--- config.mk ---
export PLATFORM = sky130hd
export DESIGN_NAME = srdc_top
export DESIGN_NICKNAME = d
export VERILOG_FILES = /design/src/srdc_pkg.sv /design/src/srdc_top.sv /design/src/srdc_edge_meter.sv
export SDC_FILE = /design/constraint.sdc
export NUM_CORES = 1
export LEC_CHECK = 0
export ABC_AREA = 1
export BUFFER_PORTS_ARGS = -buffer_cell sky130_fd_sc_hd__buf_2
export CORE_ASPECT_RATIO = 1.5
export CORE_MARGIN = 8
export CORE_UTILIZATION = 45
export CTS_CLUSTER_SIZE = 30
export DETAILED_ROUTE_END_ITERATION = 6
export SYNTH_ARGS = -nofsm -noshare
export SYNTH_HDL_FRONTEND = slang
export SYNTH_SLANG_ARGS = --single-unit
--- constraint.sdc ---
create_clock -name clk -period 3 [get_ports clk]
set_input_delay 0.15 -clock clk [delete_from_list [all_inputs] [get_ports clk]]
set_output_delay 0.15 -clock clk [all_outputs]
set_load 0.1 [all_outputs]
--- src/srdc_pkg.sv ---
// Purpose: shared constants for the sysref delay calibration block
// Assumes: 8-bit register port, 12-bit register address
// Notes: field positions and reset values of the two control registers
`default_nettype none
package srdc_pkg;
    // ==========================================================
    // register map
    localparam logic [11:0] ADDR_ENABLE = 12'h2B0;
    localparam logic [11:0] ADDR_CONFIG = 12'h2B1;
    localparam logic [11:0] ADDR_STAT0 = 12'h2B2;
    localparam logic [11:0] ADDR_STAT1 = 12'h2B3;
    localparam logic [11:0] ADDR_STAT2 = 12'h2B4;
    localparam logic [7:0] ENABLE_RESET = 8'h00;
    localparam logic [7:0] CONFIG_RESET = 8'h05;
    localparam int ENABLE_BIT = 0;
    localparam int AVG_LSB = 2;
    localparam int ACCUM_LSB = 0;
    localparam int DONE_BIT = 1;
    // ==========================================================
    // sequence limits
    localparam logic [15:0] MAX_PERIOD_0 = 16'h0080;
    localparam logic [15:0] MAX_PERIOD_1 = 16'h0680;
    localparam logic [15:0] MAX_PERIOD_2 = 16'h1E80;
    localparam logic [15:0] MAX_PERIOD_3 = 16'h7E80;
    localparam int BOUND_SCALE = 384 * 19;
    // ==========================================================
    // sequence states
    typedef enum logic [2:0] {
        ST_IDLE = 3'b000,
        ST_WAIT_EDGE = 3'b001,
        ST_ACCUM = 3'b010,
        ST_DONE = 3'b011,
        ST_FAIL = 3'b100
    } srdc_state_t;
endpackage
`default_nettype wire

--- src/srdc_top.sv ---
// Purpose: sysref-based automatic sampling-clock delay calibration
// Assumes: register port and manual delay are on clk; sysref is a pin
// Notes: Function
`default_nettype none
module srdc_top #(
    parameter int unsigned BOUND_SCALE = srdc_pkg::BOUND_SCALE
) (
    // clock and reset
    input wire logic clk,
    input wire logic reset_n,
    // register port
    input wire logic [11:0] reg_addr,
    input wire logic reg_wr_en,
    input wire logic [7:0] reg_wdata,
    output logic [7:0] reg_rdata_q,
    // sysref and manual delay
    input wire logic sysref_in,
    input wire logic [16:0] manual_delay,
    // results
    output logic [16:0] delay_setting_q,
    output logic cal_done_flag_q,
    output logic cal_fail_q,
    output logic [16:0] cal_delay_result_q
);
    srdc_pkg::srdc_state_t state_q;
    logic [7:0] sysref_cal_enable_q;
    logic [7:0] sysref_cal_config_q;
    logic enable_prev_q;
    logic start;
    logic sr_level;
    logic sr_rise;
    logic [15:0] since_rise;
    logic [8:0] win_cnt_q;
    logic [8:0] avg_cnt_q;
    logic [15:0] wait_cnt_q;
    logic [16:0] sum_q;
    logic [31:0] dur_cnt_q;
    logic [1:0] cal_average_select;
    logic [1:0] accumulation_length_select;
    logic [8:0] avg_high;

    function automatic logic [8:0] pow4(input logic [1:0] code);
        pow4 = 9'h004 << {code, 1'b0};
    endfunction

    function automatic logic [15:0] max_period(input logic [1:0] code);
        case (code)
            2'h0: max_period = srdc_pkg::MAX_PERIOD_0;
            2'h1: max_period = srdc_pkg::MAX_PERIOD_1;
            2'h2: max_period = srdc_pkg::MAX_PERIOD_2;
            default: max_period = srdc_pkg::MAX_PERIOD_3;
        endcase
    endfunction

    assign cal_average_select = sysref_cal_config_q[srdc_pkg::AVG_LSB +: 2];
    assign accumulation_length_select = sysref_cal_config_q[srdc_pkg::ACCUM_LSB +: 2];
    assign start = sysref_cal_enable_q[srdc_pkg::ENABLE_BIT] & ~enable_prev_q;
    assign avg_high = 9'(sum_q >> {cal_average_select, 1'b1} >> 1);

    srdc_edge_meter u_meter (
        .clk(clk),
        .reset_n(reset_n),
        .sysref_in(sysref_in),
        .sysref_level_q(sr_level),
        .sysref_rise_q(sr_rise),
        .since_rise_q(since_rise)
    );

    // ==========================================================
    // register writes
    always_ff @(posedge clk or negedge reset_n) begin
        if (!reset_n) begin
            sysref_cal_enable_q <= srdc_pkg::ENABLE_RESET;
            sysref_cal_config_q <= srdc_pkg::CONFIG_RESET;
            enable_prev_q <= 1'b0;
        end else begin
            enable_prev_q <= sysref_cal_enable_q[srdc_pkg::ENABLE_BIT];
            if (reg_wr_en && reg_addr == srdc_pkg::ADDR_ENABLE) begin
                sysref_cal_enable_q <= reg_wdata;
            end
            if (reg_wr_en && reg_addr == srdc_pkg::ADDR_CONFIG) begin
                sysref_cal_config_q <= reg_wdata;
            end
        end
    end

    // ==========================================================
    // register reads, one cycle latency
    always_ff @(posedge clk or negedge reset_n) begin
        if (!reset_n) begin
            reg_rdata_q <= 8'h00;
        end else begin
            case (reg_addr)
                srdc_pkg::ADDR_ENABLE: reg_rdata_q <= sysref_cal_enable_q;
                srdc_pkg::ADDR_CONFIG: reg_rdata_q <= sysref_cal_config_q;
                srdc_pkg::ADDR_STAT0: reg_rdata_q <= cal_delay_result_q[7:0];
                srdc_pkg::ADDR_STAT1: reg_rdata_q <= cal_delay_result_q[15:8];
                srdc_pkg::ADDR_STAT2: reg_rdata_q <= {6'h00, cal_done_flag_q, cal_delay_result_q[16]};
                default: reg_rdata_q <= 8'h00;
            endcase
        end
    end

    // ==========================================================
    // calibration sequence
    always_ff @(posedge clk or negedge reset_n) begin
        if (!reset_n) begin
            state_q <= srdc_pkg::ST_IDLE;
            win_cnt_q <= 9'h000;
            avg_cnt_q <= 9'h000;
            wait_cnt_q <= 16'h0000;
            sum_q <= 17'h00000;
            cal_delay_result_q <= 17'h00000;
        end else if (!sysref_cal_enable_q[srdc_pkg::ENABLE_BIT]) begin
            state_q <= srdc_pkg::ST_IDLE;
        end else if (start) begin
            state_q <= srdc_pkg::ST_WAIT_EDGE;
            wait_cnt_q <= 16'h0000;
            win_cnt_q <= 9'h000;
            avg_cnt_q <= 9'h000;
            sum_q <= 17'h00000;
        end else begin
            case (state_q)
                srdc_pkg::ST_WAIT_EDGE: begin
                    wait_cnt_q <= wait_cnt_q + 16'h0001;
                    if (sr_rise) begin
                        state_q <= srdc_pkg::ST_ACCUM;
                    end else if (wait_cnt_q > max_period(accumulation_length_select)) begin
                        state_q <= srdc_pkg::ST_FAIL;
                    end
                end
                srdc_pkg::ST_ACCUM: begin
                    if (since_rise > max_period(accumulation_length_select)) begin
                        state_q <= srdc_pkg::ST_FAIL;
                    end else begin
                        sum_q <= sum_q + {16'h0000, sr_level};
                        if (win_cnt_q == pow4(accumulation_length_select) - 9'h001) begin
                            win_cnt_q <= 9'h000;
                            avg_cnt_q <= avg_cnt_q + 9'h001;
                            if (avg_cnt_q == pow4(cal_average_select) - 9'h001) begin
                                state_q <= srdc_pkg::ST_DONE;
                            end
                        end else begin
                            win_cnt_q <= win_cnt_q + 9'h001;
                        end
                    end
                end
                srdc_pkg::ST_DONE: begin
                    // invert, coarse, fine; latched once so the applied delay stays put
                    if (!cal_done_flag_q) begin
                        cal_delay_result_q <= {avg_high[8], since_rise[7:0], avg_high[7:0]};
                    end
                end
                srdc_pkg::ST_FAIL: state_q <= srdc_pkg::ST_FAIL;
                default: state_q <= srdc_pkg::ST_IDLE;
            endcase
        end
    end

    // ==========================================================
    // duration count
    always_ff @(posedge clk or negedge reset_n) begin
        if (!reset_n) begin
            dur_cnt_q <= 32'h00000000;
        end else if (start || state_q == srdc_pkg::ST_IDLE) begin
            dur_cnt_q <= 32'h00000000;
        end else if (state_q == srdc_pkg::ST_WAIT_EDGE || state_q == srdc_pkg::ST_ACCUM) begin
            dur_cnt_q <= dur_cnt_q + 32'h00000001;
        end
    end

    // ==========================================================
    // outputs
    always_ff @(posedge clk or negedge reset_n) begin
        if (!reset_n) begin
            cal_done_flag_q <= 1'b0;
            cal_fail_q <= 1'b0;
            delay_setting_q <= 17'h00000;
        end else begin
            cal_done_flag_q <= sysref_cal_enable_q[srdc_pkg::ENABLE_BIT] && !start
                && state_q == srdc_pkg::ST_DONE;
            cal_fail_q <= sysref_cal_enable_q[srdc_pkg::ENABLE_BIT] && !start
                && state_q == srdc_pkg::ST_FAIL;
            if (sysref_cal_enable_q[srdc_pkg::ENABLE_BIT]) begin
                delay_setting_q <= cal_delay_result_q;
            end else begin
                delay_setting_q <= manual_delay;
            end
        end
    end

    // ==========================================================
    // assertions
    manual_path_a: assert property (@(posedge clk) disable iff (!reset_n)
        !sysref_cal_enable_q[0] |=> delay_setting_q == $past(manual_delay))
        else $error("manual delay not applied while disabled");
    auto_path_a: assert property (@(posedge clk) disable iff (!reset_n)
        sysref_cal_enable_q[0] |=> delay_setting_q == $past(cal_delay_result_q))
        else $error("calibrated delay not applied while enabled");
    start_edge_a: assert property (@(posedge clk) disable iff (!reset_n)
        start |=> state_q == srdc_pkg::ST_WAIT_EDGE)
        else $error("enable rise did not start sequence");
    no_restart_a: assert property (@(posedge clk) disable iff (!reset_n)
        state_q == srdc_pkg::ST_DONE && $stable(sysref_cal_enable_q[0]) && !start
        |=> state_q == srdc_pkg::ST_DONE)
        else $error("sequence restarted without enable rise");
    window_len_a: assert property (@(posedge clk) disable iff (!reset_n)
        win_cnt_q <= pow4(accumulation_length_select) - 9'h001 || state_q != srdc_pkg::ST_ACCUM)
        else $error("accumulation window overran");
    avg_count_a: assert property (@(posedge clk) disable iff (!reset_n)
        state_q == srdc_pkg::ST_ACCUM |-> avg_cnt_q < pow4(cal_average_select))
        else $error("average count overran");
    period_fail_a: assert property (@(posedge clk) disable iff (!reset_n)
        state_q == srdc_pkg::ST_ACCUM && !start && sysref_cal_enable_q[0]
        && since_rise > max_period(accumulation_length_select) |=> state_q == srdc_pkg::ST_FAIL)
        else $error("long sysref period did not fail");
    duration_a: assert property (@(posedge clk) disable iff (!reset_n)
        dur_cnt_q <= BOUND_SCALE * (32'h1 << {4'(cal_average_select) + 4'(accumulation_length_select) + 4'h2, 1'b0}))
        else $error("calibration exceeded duration bound");
    done_gate_a: assert property (@(posedge clk) disable iff (!reset_n)
        cal_done_flag_q |-> $past(sysref_cal_enable_q[0]) && $past(state_q) == srdc_pkg::ST_DONE)
        else $error("done without enable and completion");
    done_clear_a: assert property (@(posedge clk) disable iff (!reset_n)
        start |=> !cal_done_flag_q ##1 !cal_done_flag_q)
        else $error("done not cleared at new start");
    result_hold_a: assert property (@(posedge clk) disable iff (!reset_n)
        cal_done_flag_q |=> !cal_done_flag_q || $stable(cal_delay_result_q))
        else $error("result changed while done");
    cover_done_c: cover property (@(posedge clk) disable iff (!reset_n) $rose(cal_done_flag_q));
    cover_fail_c: cover property (@(posedge clk) disable iff (!reset_n) $rose(cal_fail_q));
    cover_restart_c: cover property (@(posedge clk) disable iff (!reset_n)
        cal_done_flag_q ##1 !sysref_cal_enable_q[0] ##[1:20] start);
endmodule
`default_nettype wire

--- src/srdc_edge_meter.sv ---
// Purpose: synchronise the sysref pin and time its rising edges
// Assumes: sysref is asynchronous to clk
// Notes: since_rise saturates at all ones
`default_nettype none
module srdc_edge_meter (
    // clock and reset
    input wire logic clk,
    input wire logic reset_n,
    // sysref pin
    input wire logic sysref_in,
    // measurements
    output logic sysref_level_q,
    output logic sysref_rise_q,
    output logic [15:0] since_rise_q
);
    logic sync1_q;
    logic sync2_q;
    logic prev_q;

    // ==========================================================
    // two-stage synchroniser
    always_ff @(posedge clk or negedge reset_n) begin
        if (!reset_n) begin
            sync1_q <= 1'b0;
            sync2_q <= 1'b0;
        end else begin
            sync1_q <= sysref_in;
            sync2_q <= sync1_q;
        end
    end

    // ==========================================================
    // edge detect and cycle count since last rise
    always_ff @(posedge clk or negedge reset_n) begin
        if (!reset_n) begin
            prev_q <= 1'b0;
            sysref_level_q <= 1'b0;
            sysref_rise_q <= 1'b0;
            since_rise_q <= 16'hFFFF;
        end else begin
            prev_q <= sync2_q;
            sysref_level_q <= sync2_q;
            sysref_rise_q <= sync2_q & ~prev_q;
            if (sync2_q & ~prev_q) begin
                since_rise_q <= 16'h0000;
            end else if (since_rise_q != 16'hFFFF) begin
                since_rise_q <= since_rise_q + 16'h0001;
            end
        end
    end
endmodule
`default_nettype wire

==> results of run 1 <==
==> layout make-up <==
cell class	count	share of cell area, %
well taps	206	2.88
clock inverters	12	2.23
inverters	124	5.24
repair buffers	116	8.22
multi-input cells	686	38.3
clock buffers	20	5.11
flip-flops and latches	135	38.0
==> per-layer routing <==
metal	up-vias	track usage, %
li1	3381	-
met1	3112	23.0
met2	169	34.7
met3	36	4.43
met4	0	8.78
met5	-	0
==> cells in the mapped netlist, types with 2 or more instances <==
| library cell | count | area share, % |
|---|---|---|
| inv_2 | 7 | 0.35 |
| nand3_2 | 2 | 0.27 |
| nand3b_1 | 2 | 0.20 |
| nor3_2 | 3 | 0.40 |
| o21ai_0 | 112 | 7.5 |
| dfstp_2 | 18 | 6.4 |
| xor2_1 | 24 | 2.8 |
| nor2_2 | 3 | 0.25 |
| o211a_1 | 3 | 0.40 |
| a31oi_1 | 5 | 0.42 |
| nand2_2 | 6 | 0.51 |
| a211o_1 | 2 | 0.24 |
| xnor2_1 | 6 | 0.71 |
| inv_1 | 115 | 5.8 |
| buf_2 | 8 | 0.54 |
| o21ai_1 | 12 | 0.81 |
| clkbuf_2 | 2 | 0.13 |
| nor3b_1 | 3 | 0.30 |
| o22ai_1 | 4 | 0.34 |
| a21oi_1 | 22 | 1.5 |
| nor2_1 | 103 | 5.2 |
| o211ai_1 | 2 | 0.20 |
| a22oi_1 | 3 | 0.30 |
| nor4_1 | 5 | 0.42 |
| dfrtp_1 | 117 | 39 |
| buf_6 | 4 | 0.61 |
| clkbuf_1 | 13 | 0.66 |
| o221ai_1 | 2 | 0.24 |
| o21ai_2 | 2 | 0.24 |
| or2_2 | 2 | 0.17 |
| nand2_4 | 2 | 0.30 |
| nor3_1 | 30 | 2.0 |
| nand3_1 | 57 | 3.8 |
| ha_1 | 14 | 2.4 |
| nand2_1 | 229 | 12 |
| nand4_1 | 17 | 1.4 |
==> metrics by stage <==
step	cell area (um2)	total power, mW	setup WS, ps	hold slack, ps	cells
floorplan	7430	2.10	861	-146	972
CTS	8940	4.55	379	6.68	1299
global route	8940	4.66	123	24.6	1299
global placement	8060	2.21	456	220	1245
detailed placement	8060	2.21	376	226	1245
finish	8940	4.51	403	17.2	1299
==> placed cells by master (no fill, tap or decap), types with 7 or more instances in the layout <==
cell / instances
inv_2: 7
clkbuf_16: 17
xor2_1: 24
inv_1: 115
buf_4: 9
dfrtp_1: 117
nor2_1: 102
nand4_1: 17
buf_2: 83
a21oi_1: 22
o21ai_1: 12
dfstp_2: 18
nand2_1: 229
nand3_1: 57
ha_1: 14
dlygate4sd3_1: 22
nor3_1: 30
o21ai_0: 112
==> where the power goes <==
| group | internal (mW) | total (mW) | switching, mW |
|---|---|---|---|
| Clock | 1.52 | 2.32 | 0.798 |
| Sequential | 1.87 | 1.91 | 0.0354 |
| Combinational | 0.0868 | 0.287 | 0.200 |
| Total | 3.48 | 4.51 | 1.03 |
==> flip-flops by register name, indices dropped and copies added (netlist names) <==
register	count
avg_cnt_q	9
cal_delay_result_q	17
cal_done_flag_q	1
cal_fail_q	1
delay_setting_q	17
enable_prev_q	1
reg_rdata_q	8
state_q	3
sum_q	17
sysref_cal_config_q	8
sysref_cal_enable_q	8
u_meter.prev_q	1
u_meter.since_rise_q	16
u_meter.sync1_q	1
u_meter.sync2_q	1
u_meter.sysref_rise_q	1
wait_cnt_q	16
win_cnt_q	9
==> what timing repair did <==
item,in CTS,in global routing
hold endpoints to repair,89,0
hold buffers,22,0
setup endpoints to repair,0,0
==> worst max-delay path by stage <==
stage	startpoint	end	slack, ps	cells after the start
finish	sysref_cal_config_q[0]$_DFFE_PN1P_	sum_q[10]$_DFFE_PN0P_	400	13
global route	sysref_cal_config_q[0]$_DFFE_PN1P_	sum_q[13]$_DFFE_PN0P_	120	13
CTS	sysref_cal_config_q[0]$_DFFE_PN1P_	sum_q[10]$_DFFE_PN0P_	380	13
detailed placement	sysref_cal_config_q[0]$_DFFE_PN1P_	sum_q[10]$_DFFE_PN0P_	380	13
global placement	sysref_cal_config_q[1]$_DFFE_PN0P_	win_cnt_q[6]$_DFFE_PN0P_	460	14
floorplan	sysref_cal_config_q[0]$_DFFE_PN1P_	avg_cnt_q[2]$_DFFE_PN0P_	860	14
==> worst max-delay path, delay by kind of cell (launching register included) <==
family	cells	cell delay [ps]
simple gates	7	900
buf+inv	2	350
fa+ha+maj	1	330
flops	1	640
compound gates	3	280
==> logic make-up (layout without fill, tap and decap cells) <==
group,after synthesis,count (layout),share of synthesized area [%]
xor+xnor,30,30,3.54
flops,135,135,45.8
simple gates,468,468,27.4
buf+inv,151,272,8.23
compound gates,174,174,12.7
fa+ha+maj,14,14,2.36
==> out/metrics.cfg, run 1 <==
[critical_path]
crit_chain=nand2_2, ha_1, nand2_1, a21oi_2, nand2_1, inv_2, nand3_1, o21ai_2, nand3_2, nand2_4, buf_4, nand2_1, o21ai_0
crit_fanout=34
cpMostUsedCell=nand2_1
worstSetupEndpointType=flop
reg2regPathDepth=13
critPathRequiredTime_ps=3330
slowest_delay_ps=640
r2r-start=sysref_cal_config_q[0]$_DFFE_PN1P_
crit_path_start_kind=flop
critPathArrivalTime_ps=2930
rrSetupSlack_ps=400
regToRegEndpoint=sum_q[10]$_DFFE_PN0P_
crit_slowest_cell=dfstp_2
critical_path_class=reg2reg

[timing]
max_freq_ghz=0.385
slew_headroom_pct=53.6
worst_slew_pin_slew_ps=696
hold_viol_final=0
finalCriticalPeriod_ps=2600
tns_ps=0
finalClockSkew_ps=9.18
slew_violations=0
rsz0062_at_grt=false
fin_crit_sh_pct=86.6
setup_violations=0

[hold_path]
worstHoldStart=reg_wdata[4]
min_to=sysref_cal_config_q[4]$_DFFE_PN0P_
min_path_type=in2reg
holdPathStages=3

[floorplan]
start_util_pct=45.9
core_area_um2=16200
fp.dieArea_um2=21000
io_pins=85
placementRows=57
die_h_um=173
die_w_um=121

[drt]
route.top_layer_used=met4
drtPass1Iterations=5
wl_met2_um=10300
drt-met1-wl_um=8300
via_per_inst=5.16
ant_nets=0
wl_um=20200
wire_per_inst_um=15.5
wl_met3_um=1030
num_vias=6698
drt_iter0_drc=406
post-route-drc-count=0

[finish]
multi_input_area_um2=3420
fillers=1546
drive_gt1_share_pct=16.0
register_area_um2=3400
final_util_pct=55.2
antenna_cells=0
area_delta_synth_final_pct=20.3
nets=1135

[grt]
grt_overflow_total=0
grt_pass1_wl_um=33600
grt_usage_pct=20.1
grt_max_degree=75
grt_pass1_vias=6569
antenna_found_initial=0

[power_and_ir_drop]
p_leak_nw=4.22
powerDensity_nw_per_um2=505
ir_drop_v=0.000370

[synthesis]
ys_ff_latch=135
async_reset_ff_share_pct=100
synth_flop_cell=dfrtp_1
syn_inst=972
synth_edf_count=0
ys_warn_count=0
synth_cell_types=47
synth_nets=1027
synth-seq-area-share_pct=45.8
avgSynthCellArea_um2=7.65
syn_area_um2=7430

[placement]
port_buffers=84
dpl.hpwl_um=15000
gp_congestion=0.873

[run_status]
outcome=finished clean

[clock_tree]
cts_tree=built
cts_buffer_depth=2
clkLatencyLatePin_ps=420
htree_num_levels=4
cts_setup_buffers=0
cts.reportedPaths.clkPinSlew_ps=60
cts_buffers=17
ctsResizeCount=0
root_buffer=clkbuf_16
clock_sinks=135

[flow_run]
drv_cap=0

(Power assumes the default switching activity.)
==> run 2: changes to the inputs <==
- CORE_UTILIZATION: 45 -> 42
==> run 2 against run 1 <==
  * Clock skew is 2.4 ps lower
  * Critical path depth shrank 1
  * Final cell count is 0.54% higher
  * Cell area fell by 0.31%
  * Highest routed layer unchanged
  * Sequential share of layout area rose by 0.12 points
  * Combinational power about the same
  * Die area is 6.3% higher
==> out/metrics.cfg, run 2 (synthesis results as in run 1) <==
[placement]
port_buffers=84  ; unchanged
gp_congestion=0.891  ; was 0.873
dpl.hpwl_um=15100  ; was 15000 um
place_ws_ps=355  ; was 376 ps

[clock_tree]
clkLatencyLatePin_ps=430  ; was 420 ps
htree_num_levels=4  ; unchanged
cts.reportedPaths.clkPinSlew_ps=60  ; about the same
cts_setup_buffers=0  ; unchanged
cts_buffers=17  ; unchanged
root_buffer=clkbuf_16  ; unchanged
clock_sinks=135  ; unchanged
cts_buffer_depth=2  ; unchanged
cts_tree=built  ; unchanged

[grt]
grt_pass1_vias=6718  ; was 6569
grt_max_degree=74  ; was 75
grt_overflow_total=0  ; unchanged
antenna_found_initial=0  ; unchanged
grt_pass1_wl_um=33400  ; was 33600 um
grt_usage_pct=18.6  ; was 20.1%

[power_and_ir_drop]
powerDensity_nw_per_um2=491  ; was 505 nW/um2
ir_drop_v=0.000452  ; was 0.000370 V
p_leak_nw=4.19  ; was 4.22 nW

[critical_path]
startpoint=sysref_cal_config_q[1]$_DFFE_PN0P_  ; was sysref_cal_config_q[0]$_DFFE_PN1P_
worst-path-buf-inv=2  ; unchanged
worstSetupEndpointType=flop  ; unchanged
critPathRequiredTime_ps=3310  ; was 3330 ps
crit_slowest_cell=dfrtp_1  ; was dfstp_2
regToRegEndpoint=sum_q[2]$_DFFE_PN0P_  ; was sum_q[10]$_DFFE_PN0P_
crit_path_start_kind=flop  ; unchanged
rrSetupSlack_ps=350  ; was 400 ps
critical_path_depth=12  ; was 13
critPathArrivalTime_ps=2950  ; was 2930 ps
crit_fanout=28  ; was 34
path_delay_family=simple AND/OR/NAND/NOR gates  ; unchanged
crit_chain=nand2_2, ha_1, nand2_1, a21oi_2, nand2_1, inv_2, nand3_1, o21ai_2, nand3_2, nand2_4, buf_4, o21ai_0  ; was nand2_2, ha_1, nand2_1, a21oi_2, nand2_1, inv_2, nand3_1, o21ai_2, nand3_2, nand2_4, buf_4, nand2_1, o21ai_0
r2r-start=sysref_cal_config_q[1]$_DFFE_PN0P_  ; was sysref_cal_config_q[0]$_DFFE_PN1P_
cpMostUsedCell=nand2_1  ; unchanged
reg2regPathDepth=12  ; was 13
critical_path_class=reg2reg  ; unchanged
cp-endpoint=sum_q[2]$_DFFE_PN0P_  ; was sum_q[10]$_DFFE_PN0P_
slowest_delay_ps=590  ; was 640 ps

[floorplan]
core_area_um2=17300  ; was 16200 um2
placementRows=59  ; was 57
die_h_um=179  ; was 173 um
die_w_um=125  ; was 121 um
fp.dieArea_um2=22300  ; was 21000 um2
start_util_pct=42.8  ; was 45.9%
io_pins=85  ; unchanged

[timing]
tns_ps=0  ; unchanged
worst_slack_ps=354  ; was 403 ps
fin_crit_sh_pct=88.2  ; was 86.6%
slew_headroom_pct=65.1  ; was 53.6%
hold_slack_ps=21.9  ; was 17.2 ps
setup_violations=0  ; unchanged
finalClockSkew_ps=6.81  ; was 9.18 ps
hold_viol_final=0  ; unchanged
finalCriticalPeriod_ps=2650  ; was 2600 ps
max_freq_ghz=0.378  ; was 0.385 GHz
worst_slew_pin_slew_ps=519  ; was 696 ps
slew_violations=0  ; unchanged
rsz0062_at_grt=false  ; unchanged

[finish]
fillers=1716  ; was 1546
drive_gt1_share_pct=15.9  ; was 16.0%
nets=1135  ; unchanged
mostFrequentLayoutCell=nand2_1  ; unchanged
antenna_cells=0  ; unchanged
mostFrequentLayoutCells=nand2_1, dfrtp_1, inv_1  ; unchanged
largestRegisters=cal_delay_result_q (17), delay_setting_q (17), sum_q (17)  ; unchanged
area_delta_synth_final_pct=19.9  ; was 20.3%

[drt]
via_per_inst=5.14  ; was 5.16
wl_um=20400  ; was 20200 um
ant_nets=0  ; unchanged
post-route-drc-count=0  ; unchanged
drt_iter0_drc=459  ; was 406
wire_per_inst_um=15.6  ; was 15.5 um
drtPass1Iterations=5  ; unchanged
num_vias=6710  ; was 6698

[flow_run]
drv_cap=0  ; unchanged

[run_status]
outcome=finished clean  ; unchanged

[hold_path]
min_path_type=in2reg  ; unchanged
worstHoldStart=reg_wdata[3]  ; was reg_wdata[4]

-- run 2: cell types whose count changed in the layout (fill, tap and decap cells not counted), sizes merged --
| cell | before | now |
|---|---|---|
| clkinvlp | 1 | 3 |
| inv | 123 | 124 |
| clkinv | 7 | 8 |
| bufinv | 5 | 3 |
| dlygate4sd3 | 22 | 24 |
| buf | 94 | 92 |
| clkbuf | 20 | 18 |
-- run 2: layout make-up --
cell class,instances,area (um2),share of cell area [%]
flip-flops and latches,135,3400,38.2
inverters,124,468,5.25
well taps,213,267,2.99
multi-input cells,686,3420,38.4
clock buffers,18,439,4.93
clock inverters,14,175,1.97
repair buffers,116,739,8.30
-- run 2: report_power, final --
group / internal, mW / switching [mW]
registers: 1.87 / 0.0358
logic: 0.0887 / 0.201
clock network: 1.33 / 0.842
total: 3.29 / 1.08
-- run 2: worst min-delay path by stage --
stage | endpoint | cells after the start | slack, ps
finish | sysref_cal_config_q[3]$_DFFE_PN0P_ | 3 | 20
global route | sysref_cal_config_q[3]$_DFFE_PN0P_ | 3 | 50
CTS | sysref_cal_config_q[3]$_DFFE_PN0P_ | 3 | 9
detailed placement | u_meter.sync1_q$_DFF_PN0_ | 1 | 100
global placement | u_meter.sync1_q$_DFF_PN0_ | 1 | 90
floorplan | avg_cnt_q[0]$_DFFE_PN0P_ | 0 | -150
-- run 2: what timing repair did --
item | CTS | global route
endpoints found under the hold margin | 63 | 0
hold buffers | 24 | 0
resized for setup | 0 | 0
setup endpoints to repair | 0 | 0
-- run 2: worst register-to-register path: stages (launching register included) --
cell and delay (ps):
dfrtp_1 590, nand2_2 220, ha_1 350, nand2_1 80, a21oi_2 100, nand2_1 60, inv_2 70, nand3_1 80
o21ai_2 110, nand3_2 140, nand2_4 280, buf_4 320, o21ai_0 120
-- run 2: per-stage QoR --
step / area, um2 / instances / utilization [%] / power, mW
2_1_floorplan: 7430 / 972 / - / 2.10
3_3_place_gp: 8060 / 1250 / 46.4 / 2.21
3_5_place_dp: 8060 / 1250 / 46.4 / 2.21
4_1_cts: 8910 / 1306 / 51.4 / 4.42
5_1_grt: 8910 / 1306 / 51.4 / 4.52
6_report: 8910 / 1306 / 51.4 / 4.37
-- run 2: metal layers --
layer / global-route usage, % / vias up / share of wire (%)
met2: 33.8 / 153 / 51
met1: 20.2 / 3135 / 41
li1: - / 3381 / -
met4: 8.66 / 0 / 2.9
met3: 4.02 / 41 / 4.6
met5: 0 / - / 0
